**src/epc_pkg.sv**
```systemverilog
// Package for the EPROM programming control block
`default_nettype none
package epc_pkg;
  // Register map, byte addresses on the register bus
  localparam logic [7:0] EPROM_PROGRAM_CONTROL_OFFS = 8'h1c;
  localparam logic [7:0] OPTION_BYTE_REG_LO_OFFS    = 8'h20;
  localparam logic [7:0] OPTION_BYTE_REG_HI_OFFS    = 8'h24;
  localparam logic [7:0] BOOT_STATUS_OFFS           = 8'h28;
  localparam logic [7:0] BOOT_CONTROL_OFFS          = 8'h2c;
  // Field positions in the programming control register
  localparam int LATCH_BIT_POS = 2;
  localparam int POWER_BIT_POS = 0;
  localparam logic [7:0] EPROM_PROGRAM_CONTROL_RESET = 8'h00;
  // Array geometry
  localparam int ARRAY_ADDR_W = 13;
  localparam logic [12:0] OPTION_ADDR_LO = 13'h1eff;
  localparam logic [12:0] OPTION_ADDR_HI = 13'h1f00;
  localparam logic [7:0]  OPTION_RESET   = 8'h00;
  // Programming pulse time in microseconds and its cycle count at 200 MHz
  localparam int CLK_MHZ              = 200;
  localparam int PROGRAM_PULSE_TIME_US = 4000;
  localparam int PROGRAM_PULSE_CYCLES = PROGRAM_PULSE_TIME_US * CLK_MHZ;
  // Boot modes from {high, mid, low} mode pins
  typedef enum logic [1:0] {
    EPC_BOOT_NONE   = 2'b00,
    EPC_BOOT_PGMVFY = 2'b01,
    EPC_BOOT_VERIFY = 2'b11,
    EPC_BOOT_DUMP   = 2'b10
  } epc_boot_mode_t;
  localparam logic [2:0] PINS_PGMVFY = 3'b111;
  localparam logic [2:0] PINS_VERIFY = 3'b110;
  localparam logic [2:0] PINS_DUMP   = 3'b100;
  // CPU write or read toward the array
  typedef struct packed {
    logic                    wr;
    logic                    rd;
    logic [ARRAY_ADDR_W-1:0] addr;
    logic [7:0]              data;
  } epc_array_req_t;
  // Programming latches and power toward the array
  typedef struct packed {
    logic                    prog_cfg;
    logic                    power;
    logic                    latched;
    logic [ARRAY_ADDR_W-1:0] addr;
    logic [7:0]              data;
  } epc_array_ctl_t;
endpackage
`default_nettype wire

```
**src/epc_boot_decode.sv**
```systemverilog
// Boot mode decoder with indicator outputs
`default_nettype none
module epc_boot_decode (
  // Clock and reset
  input  wire logic              clk,
  input  wire logic              reset,
  // Mode pins
  input  wire logic              boot_mode_pin_high,
  input  wire logic              boot_mode_pin_mid,
  input  wire logic              boot_mode_pin_low,
  // Progress from firmware
  input  wire logic              programming,
  input  wire logic              verify_pass,
  // Decoded mode and indicators
  output epc_pkg::epc_boot_mode_t mode,
  output logic                   program_led,
  output logic                   verify_led
);
  typedef struct packed {
    epc_pkg::epc_boot_mode_t mode;
    logic                    pled;
    logic                    vled;
  } epc_bd_state_t;
  epc_bd_state_t s_r;
  epc_bd_state_t s_nxt;

  function automatic epc_pkg::epc_boot_mode_t decode(input logic [2:0] p);
    unique case (p)
      epc_pkg::PINS_PGMVFY: decode = epc_pkg::EPC_BOOT_PGMVFY;
      epc_pkg::PINS_VERIFY: decode = epc_pkg::EPC_BOOT_VERIFY;
      epc_pkg::PINS_DUMP:   decode = epc_pkg::EPC_BOOT_DUMP;
      default:              decode = epc_pkg::EPC_BOOT_NONE;
    endcase
  endfunction

  always_comb begin
    s_nxt      = s_r;
    s_nxt.mode = decode({boot_mode_pin_high, boot_mode_pin_mid, boot_mode_pin_low});
    s_nxt.pled = programming && (s_r.mode == epc_pkg::EPC_BOOT_PGMVFY);
    // Verify lamp only when verification was asked for
    s_nxt.vled = verify_pass && (s_r.mode == epc_pkg::EPC_BOOT_PGMVFY
                                 || s_r.mode == epc_pkg::EPC_BOOT_VERIFY);
  end

  always_ff @(posedge clk) begin
    if (reset) begin
      s_r <= '{mode: epc_pkg::EPC_BOOT_NONE, pled: 1'b0, vled: 1'b0};
    end else begin
      s_r <= s_nxt;
    end
  end

  assign mode        = s_r.mode;
  assign program_led = s_r.pled;
  assign verify_led  = s_r.vled;

  chk_vled_needs_mode: assert property (@(posedge clk) disable iff (reset)
    verify_led |-> $past(s_r.mode) != epc_pkg::EPC_BOOT_DUMP)
    else $error("verify lamp lit in dump mode");
endmodule
`default_nettype wire

```
**src/epc_top.sv**
```systemverilog
// EPROM programming control block with APB register slave
`default_nettype none
// Summary of operation
// - Power bit set drives programming power onto the array; clear withdraws it.
// - Power bit can be set only when latch bit was already set.
// - Clearing latch bit, by write or reset, clears power bit too.
// - Setting both bits in one write sets latch, leaves power clear.
// - Both bits readable and writable any time; reads show current state.
// - Reset clears every bit of the programming control register.
// - Latch bit set puts array address and data paths in program configuration.
// - With latch set, next CPU array write captures address and data.
// - With latch set, array reads do not return stored contents.
// - Mode pins high, mid, low: 111 program/verify, 110 verify, 100 dump.
// - Program lamp lit while programming in program/verify mode only; verify lamp only on requested pass.
// - Two option bytes configure seven device features.
// - New option byte values reach live option registers only after reset.
module epc_top #(
  parameter int PULSE_CYCLES = epc_pkg::PROGRAM_PULSE_CYCLES
) (
  // Clock and reset
  input  wire logic                   clk,
  input  wire logic                   reset,
  // APB slave
  input  wire logic                   psel,
  input  wire logic                   penable,
  input  wire logic                   pwrite,
  input  wire logic [7:0]             paddr,
  input  wire logic [31:0]            pwdata,
  output logic                        pready,
  output logic [31:0]                 prdata,
  output logic                        pslverr,
  // CPU path toward the array
  input  wire epc_pkg::epc_array_req_t cpu_req,
  input  wire logic [7:0]             array_rdata,
  output logic [7:0]                  cpu_rdata,
  output epc_pkg::epc_array_ctl_t     array_ctl,
  // Bootloader pins and indicators
  input  wire logic                   boot_mode_pin_high,
  input  wire logic                   boot_mode_pin_mid,
  input  wire logic                   boot_mode_pin_low,
  input  wire logic                   boot_source_select_pin,
  output logic                        program_led,
  output logic                        verify_led,
  // Live option bytes
  output logic [15:0]                 option_live
);
  // Elaboration checks on what the logic can serve
  if (PULSE_CYCLES < 1) begin : g_bad_pulse
    $error("PULSE_CYCLES must be at least one");
  end
  if (epc_pkg::ARRAY_ADDR_W != 13) begin : g_bad_addr
    $error("array address must be 13 bits");
  end

  typedef struct packed {
    logic                            latch;
    logic                            power;
    epc_pkg::epc_array_ctl_t         ctl;
    logic [7:0]                      rdata;
    logic [7:0]                      opt_lo;
    logic [7:0]                      opt_hi;
    logic [15:0]                     live;
    logic                            loaded;
    logic [31:0]                     pulse_cnt;
    logic                            pulse_met;
    logic                            boot_prog;
    logic                            boot_pass;
    logic                            pready;
    logic [31:0]                     prdata;
    logic                            pslverr;
  } epc_state_t;
  epc_state_t s_r;
  epc_state_t s_nxt;

  epc_pkg::epc_boot_mode_t boot_mode;
  logic                    boot_pled;
  logic                    boot_vled;

  function automatic logic is_mapped(input logic [7:0] a);
    is_mapped = (a == epc_pkg::EPROM_PROGRAM_CONTROL_OFFS)
             || (a == epc_pkg::OPTION_BYTE_REG_LO_OFFS)
             || (a == epc_pkg::OPTION_BYTE_REG_HI_OFFS)
             || (a == epc_pkg::BOOT_STATUS_OFFS)
             || (a == epc_pkg::BOOT_CONTROL_OFFS);
  endfunction

  wire logic setup_wr = psel && !penable && pwrite;
  wire logic setup_rd = psel && !penable && !pwrite;

  always_comb begin
    logic w_latch;
    logic w_power;
    w_latch = pwdata[epc_pkg::LATCH_BIT_POS];
    w_power = pwdata[epc_pkg::POWER_BIT_POS];
    s_nxt          = s_r;
    s_nxt.pready   = 1'b0;
    s_nxt.pslverr  = 1'b0;
    // No wait state: answer lands in the first access-phase cycle
    if (psel && !penable) begin
      s_nxt.pready  = 1'b1;
      s_nxt.pslverr = !is_mapped(paddr);
      s_nxt.prdata  = 32'h0000_0000;
    end
    if (setup_wr && paddr == epc_pkg::EPROM_PROGRAM_CONTROL_OFFS) begin
      s_nxt.latch = w_latch;
      // Power needs the latch set before this write; a fresh latch keeps power low
      s_nxt.power = w_power && s_r.latch && w_latch;
    end
    if (setup_wr && paddr == epc_pkg::BOOT_CONTROL_OFFS) begin
      s_nxt.boot_prog = pwdata[0];
      s_nxt.boot_pass = pwdata[1];
    end
    if (setup_rd) begin
      unique case (paddr)
        epc_pkg::EPROM_PROGRAM_CONTROL_OFFS: begin
          // Only two bits exist; the rest read zero
          s_nxt.prdata[epc_pkg::LATCH_BIT_POS] = s_r.latch;
          s_nxt.prdata[epc_pkg::POWER_BIT_POS] = s_r.power;
        end
        epc_pkg::OPTION_BYTE_REG_LO_OFFS: s_nxt.prdata = {24'h00_0000, s_r.live[7:0]};
        epc_pkg::OPTION_BYTE_REG_HI_OFFS: s_nxt.prdata = {24'h00_0000, s_r.live[15:8]};
        epc_pkg::BOOT_STATUS_OFFS: s_nxt.prdata = {24'h00_0000,
          1'b0, boot_source_select_pin, boot_mode, boot_vled, boot_pled,
          s_r.pulse_met, s_r.ctl.latched};
        epc_pkg::BOOT_CONTROL_OFFS: s_nxt.prdata = {30'h0000_0000, s_r.boot_pass,
                                                    s_r.boot_prog};
        default: s_nxt.prdata = 32'h0000_0000;
      endcase
    end
    // Capture only the first write after the latch bit goes high
    if (!s_r.latch) begin
      s_nxt.ctl.latched = 1'b0;
    end else if (cpu_req.wr && !s_r.ctl.latched) begin
      s_nxt.ctl.latched = 1'b1;
      s_nxt.ctl.addr    = cpu_req.addr;
      s_nxt.ctl.data    = cpu_req.data;
    end
    // Programming a byte into the option shadows; live copy waits for reset
    if (s_r.power && s_r.ctl.latched) begin
      if (s_r.ctl.addr == epc_pkg::OPTION_ADDR_LO) begin
        s_nxt.opt_lo = s_r.ctl.data;
      end else if (s_r.ctl.addr == epc_pkg::OPTION_ADDR_HI) begin
        s_nxt.opt_hi = s_r.ctl.data;
      end
    end
    if (!s_r.loaded) begin
      s_nxt.live   = {s_r.opt_hi, s_r.opt_lo};
      s_nxt.loaded = 1'b1;
    end
    // Pulse length monitor for software, saturating
    if (!s_r.power) begin
      s_nxt.pulse_cnt = 32'h0000_0000;
      s_nxt.pulse_met = 1'b0;
    end else if (s_r.pulse_cnt < 32'(PULSE_CYCLES)) begin
      s_nxt.pulse_cnt = s_r.pulse_cnt + 32'h0000_0001;
    end else begin
      s_nxt.pulse_met = 1'b1;
    end
    s_nxt.ctl.prog_cfg = s_nxt.latch;
    s_nxt.ctl.power    = s_nxt.power;
    // Reads of the array are blanked while latched
    s_nxt.rdata = s_nxt.latch ? 8'h00 : array_rdata;

    // Option shadows stand for nonvolatile cells, so reset spares them
    if (reset) begin
      s_nxt        = '0;
      s_nxt.opt_lo = s_r.opt_lo;
      s_nxt.opt_hi = s_r.opt_hi;
    end
  end

  always_ff @(posedge clk) begin
    s_r <= s_nxt;
  end

  epc_boot_decode u_boot (
    .clk                (clk),
    .reset              (reset),
    .boot_mode_pin_high (boot_mode_pin_high),
    .boot_mode_pin_mid  (boot_mode_pin_mid),
    .boot_mode_pin_low  (boot_mode_pin_low),
    .programming        (s_r.boot_prog),
    .verify_pass        (s_r.boot_pass),
    .mode               (boot_mode),
    .program_led        (boot_pled),
    .verify_led         (boot_vled)
  );

  assign pready      = s_r.pready;
  assign prdata      = s_r.prdata;
  assign pslverr     = s_r.pslverr;
  assign array_ctl   = s_r.ctl;
  assign cpu_rdata   = s_r.rdata;
  assign program_led = boot_pled;
  assign verify_led  = boot_vled;
  assign option_live = s_r.live;

  chk_power_needs_latch: assert property (@(posedge clk) disable iff (reset)
    s_r.power |-> s_r.latch)
    else $error("power bit set without latch bit");
  chk_both_set_write: assert property (@(posedge clk) disable iff (reset)
    (setup_wr && paddr == epc_pkg::EPROM_PROGRAM_CONTROL_OFFS && !s_r.latch)
    |=> s_r.latch == $past(pwdata[epc_pkg::LATCH_BIT_POS]) && !s_r.power)
    else $error("power set on same write as latch");
  chk_latch_clear_power: assert property (@(posedge clk) disable iff (reset)
    $fell(s_r.latch) |-> !s_r.power && !array_ctl.power)
    else $error("power survived latch clear");
  chk_power_follows: assert property (@(posedge clk) disable iff (reset)
    array_ctl.power == s_r.power)
    else $error("array power differs from power bit");
  chk_read_blank: assert property (@(posedge clk) disable iff (reset)
    s_r.latch && array_ctl.prog_cfg |-> cpu_rdata == 8'h00)
    else $error("array data visible while latched");
  chk_capture_once: assert property (@(posedge clk) disable iff (reset)
    (s_r.latch && cpu_req.wr && !array_ctl.latched && s_nxt.latch)
    |=> array_ctl.latched && array_ctl.addr == $past(cpu_req.addr))
    else $error("latched address not captured");
  chk_reg_readback: assert property (@(posedge clk) disable iff (reset)
    (setup_rd && paddr == epc_pkg::EPROM_PROGRAM_CONTROL_OFFS)
    |=> prdata == {29'h0000_0000, $past(s_r.latch), 1'b0, $past(s_r.power)} && pready)
    else $error("control register read mismatch");
  chk_reset_clear: assert property (@(posedge clk)
    $past(reset) |-> !s_r.latch && !s_r.power)
    else $error("control bits not cleared by reset");
  chk_upper_zero: assert property (@(posedge clk) disable iff (reset)
    (setup_rd && paddr == epc_pkg::EPROM_PROGRAM_CONTROL_OFFS) |=> prdata[31:3] == '0)
    else $error("unimplemented bits read nonzero");

  // Register bus handshake
  chk_ready_one_cycle: assert property (@(posedge clk) disable iff (reset)
    pready |=> !pready)
    else $error("ready stood two cycles");

  chk_ready_after_setup: assert property (@(posedge clk) disable iff (reset)
    (psel && !penable) |=> pready)
    else $error("no ready after setup");

  chk_ready_needs_setup: assert property (@(posedge clk) disable iff (reset)
    pready |-> $past(psel && !penable))
    else $error("ready without setup");

  chk_slverr_with_ready: assert property (@(posedge clk) disable iff (reset)
    pslverr |-> pready)
    else $error("error flag without ready");

  chk_slverr_unmapped: assert property (@(posedge clk) disable iff (reset)
    (psel && !penable && !is_mapped(paddr)) |=> pslverr)
    else $error("unmapped access not flagged");

  chk_slverr_mapped: assert property (@(posedge clk) disable iff (reset)
    (psel && !penable && is_mapped(paddr)) |=> !pslverr)
    else $error("mapped access flagged");

  chk_unmapped_no_write: assert property (@(posedge clk) disable iff (reset)
    (setup_wr && !is_mapped(paddr)) |=> s_r.latch == $past(s_r.latch))
    else $error("unmapped write changed latch");

  chk_unmapped_read_zero: assert property (@(posedge clk) disable iff (reset)
    (setup_rd && !is_mapped(paddr)) |=> prdata == 32'h0000_0000)
    else $error("unmapped read nonzero");

  chk_bit_one_zero: assert property (@(posedge clk) disable iff (reset)
    (setup_rd && paddr == epc_pkg::EPROM_PROGRAM_CONTROL_OFFS) |=> !prdata[1])
    else $error("unused control bit read one");

  // Control bits
  chk_latch_write: assert property (@(posedge clk) disable iff (reset)
    (setup_wr && paddr == epc_pkg::EPROM_PROGRAM_CONTROL_OFFS)
    |=> s_r.latch == $past(pwdata[epc_pkg::LATCH_BIT_POS]))
    else $error("latch bit not written");

  chk_latch_hold: assert property (@(posedge clk) disable iff (reset)
    (s_r.latch && !(setup_wr && paddr == epc_pkg::EPROM_PROGRAM_CONTROL_OFFS)) |=> s_r.latch)
    else $error("latch bit lost without write");

  chk_power_refused: assert property (@(posedge clk) disable iff (reset)
    (setup_wr && paddr == epc_pkg::EPROM_PROGRAM_CONTROL_OFFS && !s_r.latch) |=> !s_r.power)
    else $error("power set without prior latch");

  chk_power_taken: assert property (@(posedge clk) disable iff (reset)
    (setup_wr && paddr == epc_pkg::EPROM_PROGRAM_CONTROL_OFFS && s_r.latch
     && pwdata[epc_pkg::POWER_BIT_POS] && pwdata[epc_pkg::LATCH_BIT_POS]) |=> s_r.power)
    else $error("legal power write ignored");

  chk_power_hold: assert property (@(posedge clk) disable iff (reset)
    (s_r.power && !(setup_wr && paddr == epc_pkg::EPROM_PROGRAM_CONTROL_OFFS)) |=> s_r.power)
    else $error("power bit lost without write");

  chk_prog_cfg_latch: assert property (@(posedge clk) disable iff (reset)
    array_ctl.prog_cfg == s_r.latch)
    else $error("program configuration differs from latch");

  // Array capture and read path
  chk_no_capture_unlatched: assert property (@(posedge clk) disable iff (reset)
    $past(!s_r.latch) |-> !array_ctl.latched)
    else $error("capture flag without latch");

  chk_capture_holds: assert property (@(posedge clk) disable iff (reset)
    (array_ctl.latched && s_r.latch) |=> array_ctl.addr == $past(array_ctl.addr)
    && array_ctl.data == $past(array_ctl.data))
    else $error("captured byte overwritten");

  chk_read_open: assert property (@(posedge clk) disable iff (reset)
    ($past(s_r.loaded) && !s_r.latch) |-> cpu_rdata == $past(array_rdata))
    else $error("array data not passed when unlatched");

  // Pulse monitor
  chk_pulse_clear: assert property (@(posedge clk) disable iff (reset)
    !s_r.power |=> !s_r.pulse_met && s_r.pulse_cnt == 32'h0000_0000)
    else $error("pulse monitor not cleared");

  chk_pulse_met_power: assert property (@(posedge clk) disable iff (reset)
    s_r.pulse_met |-> $past(s_r.power))
    else $error("pulse met without power");

  chk_pulse_bound: assert property (@(posedge clk) disable iff (reset)
    s_r.pulse_cnt <= 32'(PULSE_CYCLES))
    else $error("pulse count past its limit");

  // Option bytes and boot control
  chk_option_lo_prog: assert property (@(posedge clk) disable iff (reset)
    (s_r.power && s_r.ctl.latched && s_r.ctl.addr == epc_pkg::OPTION_ADDR_LO)
    |=> s_r.opt_lo == $past(s_r.ctl.data))
    else $error("low option shadow not programmed");

  chk_option_hi_prog: assert property (@(posedge clk) disable iff (reset)
    (s_r.power && s_r.ctl.latched && s_r.ctl.addr == epc_pkg::OPTION_ADDR_HI)
    |=> s_r.opt_hi == $past(s_r.ctl.data))
    else $error("high option shadow not programmed");

  chk_option_no_power: assert property (@(posedge clk) disable iff (reset)
    !s_r.power |=> $stable(s_r.opt_lo) && $stable(s_r.opt_hi))
    else $error("option shadow changed without power");

  chk_live_stable: assert property (@(posedge clk) disable iff (reset)
    $past(s_r.loaded) |-> $stable(option_live))
    else $error("live options changed without reset");

  chk_live_reload: assert property (@(posedge clk) disable iff (reset)
    (s_r.loaded && !$past(s_r.loaded)) |-> option_live == {$past(s_r.opt_hi), $past(s_r.opt_lo)})
    else $error("live options not reloaded after reset");

  chk_boot_ctl_write: assert property (@(posedge clk) disable iff (reset)
    (setup_wr && paddr == epc_pkg::BOOT_CONTROL_OFFS)
    |=> s_r.boot_prog == $past(pwdata[0]) && s_r.boot_pass == $past(pwdata[1]))
    else $error("boot control not written");
endmodule
`default_nettype wire

```
**config.mk**
```make
export PLATFORM = sky130hd
export DESIGN_NAME = epc_top
export DESIGN_NICKNAME = d
export VERILOG_FILES = /design/src/epc_pkg.sv /design/src/epc_boot_decode.sv /design/src/epc_top.sv
export SDC_FILE = /design/constraint.sdc
export NUM_CORES = 1
export LEC_CHECK = 0
export BUFFER_PORTS_ARGS = -buffer_cell sky130_fd_sc_hd__buf_2
export CAP_MARGIN = 20
export CORE_UTILIZATION = 44
export DETAILED_ROUTE_END_ITERATION = 10
export PLACE_DENSITY = 0.8
export SYNTH_ARGS = -nofsm -noshare
export SYNTH_HDL_FRONTEND = slang
export SYNTH_SLANG_ARGS = --single-unit
```
**constraint.sdc**
```tcl
create_clock -name clk -period 2.96 [get_ports clk]
set_input_delay 0.592 -clock clk [delete_from_list [all_inputs] [get_ports clk]]
set_output_delay 0.592 -clock clk [all_outputs]
set_load 0.005 [all_outputs]
```
==> impl_metrics.py <==
metrics = {
    "status": {
        "outcome": "completed",
    },
    "detailed_routing": {
        "drtIter0Drc": 332,
        "ant_nets": 0,
        "routed_wl_microns": 11900,
        "wire_per_inst_microns": 14.9,
        "routed_via_density": 5.11,
        "drt-pass1-iter-count": 5,
        "drcViolationCount": 0,
        "vias": 4084,
    },
    "clocking": {
        "cts_setup_buffers": 0,
        "cts.htree.levels": 4,
        "cts_buffer_depth": 2,
        "clk_pin_slew_ns": 0.06,
        "worstSkewPairLatency_ns": 0.41,
        "postCtsResizedCells": 0,
        "cts_sinks": 138,
        "tritoncts": "yes",
        "root_buffer": "clkbuf_16",
        "ctsHoldBuffers": 0,
        "cts_buffers": 17,
    },
    "synthesis": {
        "synth-main-ff-cell": "dfxtp_1",
        "synthAdderAreaFrac_pct": 0.224,
        "yosysWarningCount": 0,
        "synth_nets": 648,
        "synth_cell_types": 53,
        "synth-seq-area-share_pct": 52.3,
        "synthCells": 567,
        "yosys.area_share.simple_pct": 19.8,
        "synth-edff-count": 16,
        "synth_mux_area_share_pct": 5.31,
        "synth_compound_area_share_pct": 8.60,
        "synth_top_family_by_area": "simple AND/OR/NAND/NOR gates",
        "avgSynthCellArea_sq_um": 9.85,
        "synthArstFlopShare_pct": 0,
        "synth-xor-area-share_pct": 0.941,
        "synth_seq_cells": 138,
        "syn-cell-area_sq_um": 5590,
    },
    "timing": {
        "clock_skew_ns": 0.00578,
        "period_share_pct": 69.0,
        "maxSlewViolCount": 0,
        "relSlewSlack_pct": 38.8,
        "hold_violations": 0,
        "finalCriticalPeriod_ns": 2.04,
        "final.setup.tns_ns": 0,
        "worst_pin_slew_ns": 0.917,
        "rsz0062_at_grt": "no",
        "fmax_ghz": 0.490,
        "final-setup-viol-count": 0,
    },
    "pwr": {
        "seqPwrFrac_pct": 47.6,
        "p_sw_mw": 0.826,
        "vdd_drop_max_v": 0.000349,
        "pwr-share-clk_pct": 49.9,
        "power_density_nw_per_um2": 627,
        "combPwrFrac_pct": 2.5,
        "intPower_mw": 3.17,
        "switching_share_pct": 20.7,
        "power_leakage_nw": 2.89,
    },
    "hold_path": {
        "hp-class": "input pin to flip-flop",
    },
    "worst_setup_path": {
        "rrSetupSlack_ns": 0.92,
        "cpPeakStageDelay_ns": 0.57,
        "path_buf_inv": 0,
        "critPathSlowestCell": "or4_1",
        "cp.required_ns": 3.30,
        "path_cells": "nor4_2, nand3_2, a21o_1, or4_1, a21oi_1",
        "end_kind": "flip-flop",
        "worst-path-max-fanout": 18,
        "cp_top_family": "simple AND/OR/NAND/NOR gates",
        "setup.worst_path.class": "flip-flop to flip-flop",
        "start_kind": "flip-flop",
        "cp.arrival_ns": 2.39,
    },
    "finish": {
        "drive_above_1_share_pct": 29.3,
        "antennaDiodeCount": 0,
        "layout_common_cells": "buf_2 (133), dfxtp_1 (122), nand2_1 (64), and3_1 (40), nor2_1 (37)",
        "fin_area_sq_um": 6380,
        "area_growth_pct": 14.2,
        "fillers": 1087,
        "fin_nets": 700,
        "register_area_sq_um": 2920,
        "layout_commonest_cell": "buf_2",
        "layout.cells.non_filler": 800,
        "multiInputGateArea_sq_um": 1950,
    },
    "global_routing": {
        "grt_pass1_vias": 3863,
        "grt_pass1_wl_microns": 19300,
        "gr-usage-all-layers_pct": 19.1,
        "antenna_found_initial": 0,
        "overflow": 0,
        "grt_start_max_net_pins": 44,
    },
    "floorplan": {
        "die_y_microns": 115,
        "io_pins": 164,
        "dieArea_sq_um": 13200,
        "coreArea_sq_um": 12200,
        "num_rows": 40,
        "die_x_microns": 115,
        "initial_core_util_pct": 45.7,
    },
    "placement": {
        "io_buffers": 133,
        "finalWeightedCongestion": 0.854,
        "hpwl_microns": 8460,
        "dpl_cell_area_sq_um": 5820,
        "post-place-cells": 768,
    },
    "run": {
        "drv_cap": 0,
    },
}
## synth_stat cells, types with 3 or more instances
| cell type | count | area, sq um |
|---|---|---|
| a211oi_1 | 4 | 30.0 |
| a21oi_1 | 36 | 180 |
| a22o_1 | 5 | 43.8 |
| a31o_1 | 3 | 26.3 |
| and2_1 | 14 | 87.6 |
| and3_1 | 40 | 250 |
| and4_1 | 3 | 26.3 |
| buf_4 | 80 | 601 |
| clkbuf_1 | 24 | 90.1 |
| dfxtp_1 | 122 | 2440 |
| edfxtp_1 | 16 | 480 |
| mux2i_1 | 24 | 240 |
| nand2_1 | 64 | 240 |
| nand3_1 | 9 | 45.0 |
| nand4_1 | 5 | 31.3 |
| nor2_1 | 37 | 139 |
| nor2b_1 | 3 | 18.8 |
| nor3_1 | 5 | 25.0 |
| nor4_2 | 4 | 50.1 |
| o21ai_0 | 6 | 30.0 |
| o21ai_1 | 4 | 20.0 |
| o31ai_1 | 4 | 30.0 |
| or3_1 | 4 | 25.0 |
| or4_1 | 6 | 45.0 |
| xnor2_1 | 6 | 52.6 |
## layout make-up
cell class / instances / share of cell area (%)
clock buffer: 19 / 6.78
clock inverter: 13 / 2.00
inverter: 2 / 0.118
multi-input combinational: 319 / 30.6
sequential: 138 / 45.8
tap: 168 / 3.29
timing repair buffer: 141 / 11.4
## power groups by stage
stage          combinational (mW)  sequential, mW  clock (mW)
2_1_floorplan              0.0576            1.94           0
3_3_place_gp               0.0956            1.94           0
3_5_place_dp               0.0992            1.94           0
4_1_cts                    0.0998            1.90        2.03
5_1_grt                     0.109            1.90        2.12
6_report                   0.0997            1.90        1.99
## worst reg2reg max path: cells and delay by family, from the launching register on
kind	cells	cell delay (ns)
flip-flops	1	0.31
AO/OA/AOI/OAI	2	0.56
AND/OR/NAND/NOR	3	1.11
## worst paths after layout
path | start | endpoint | cells after the start
setup reg to reg | s_r[58] | s_r[52] | 5
hold / removal | boot_mode_pin_low | u_boot.mode[1] | 2
setup / recovery | s_r[58] | s_r[52] | 5
hold reg to reg | u_boot.mode[1] | u_boot.program_led | 1
## through the flow
| step | power (mW) | hold slack [ns] | setup WS (ns) | utilization [%] |
|---|---|---|---|---|
| final | 4.00 | 0.357 | 0.918 | 52.3 |
| after global routing | 4.14 | 0.363 | 0.747 | 52.3 |
| after CTS | 4.03 | 0.338 | 0.906 | 52.3 |
| after detailed placement | 2.04 | 0.416 | 0.667 | 47.7 |
| after global placement | 2.04 | 0.422 | 0.729 | 47.7 |
| after floorplan | 2.00 | 0.398 | 0.329 | - |
## state kept, by name, indices dropped and copies added (netlist names)
signal / cells
u_boot.mode: 2
array_ctl: 24
cpu_rdata: 8
option_live: 16
u_boot.verify_led: 1
u_boot.program_led: 1
s_r: 52
prdata: 32
pslverr: 1
pready: 1
## kinds of logic (layout without fill, tap and decap cells)
family | count (synthesis) | in the layout
fa+ha+maj | 1 | 1
xor+xnor | 6 | 6
compound gates | 75 | 75
buf+inv | 110 | 175
mux | 27 | 27
flops | 138 | 138
simple gates | 210 | 210
## metal layers
metal	wire [microns]	track usage (%)	up-vias
met5	0	0	-
met4	208	8.23	0
met3	897	5.77	20
met2	5570	31.2	164
met1	5270	23.4	1906
li1	-	-	1994
Power figures use the tool's default switching activity.
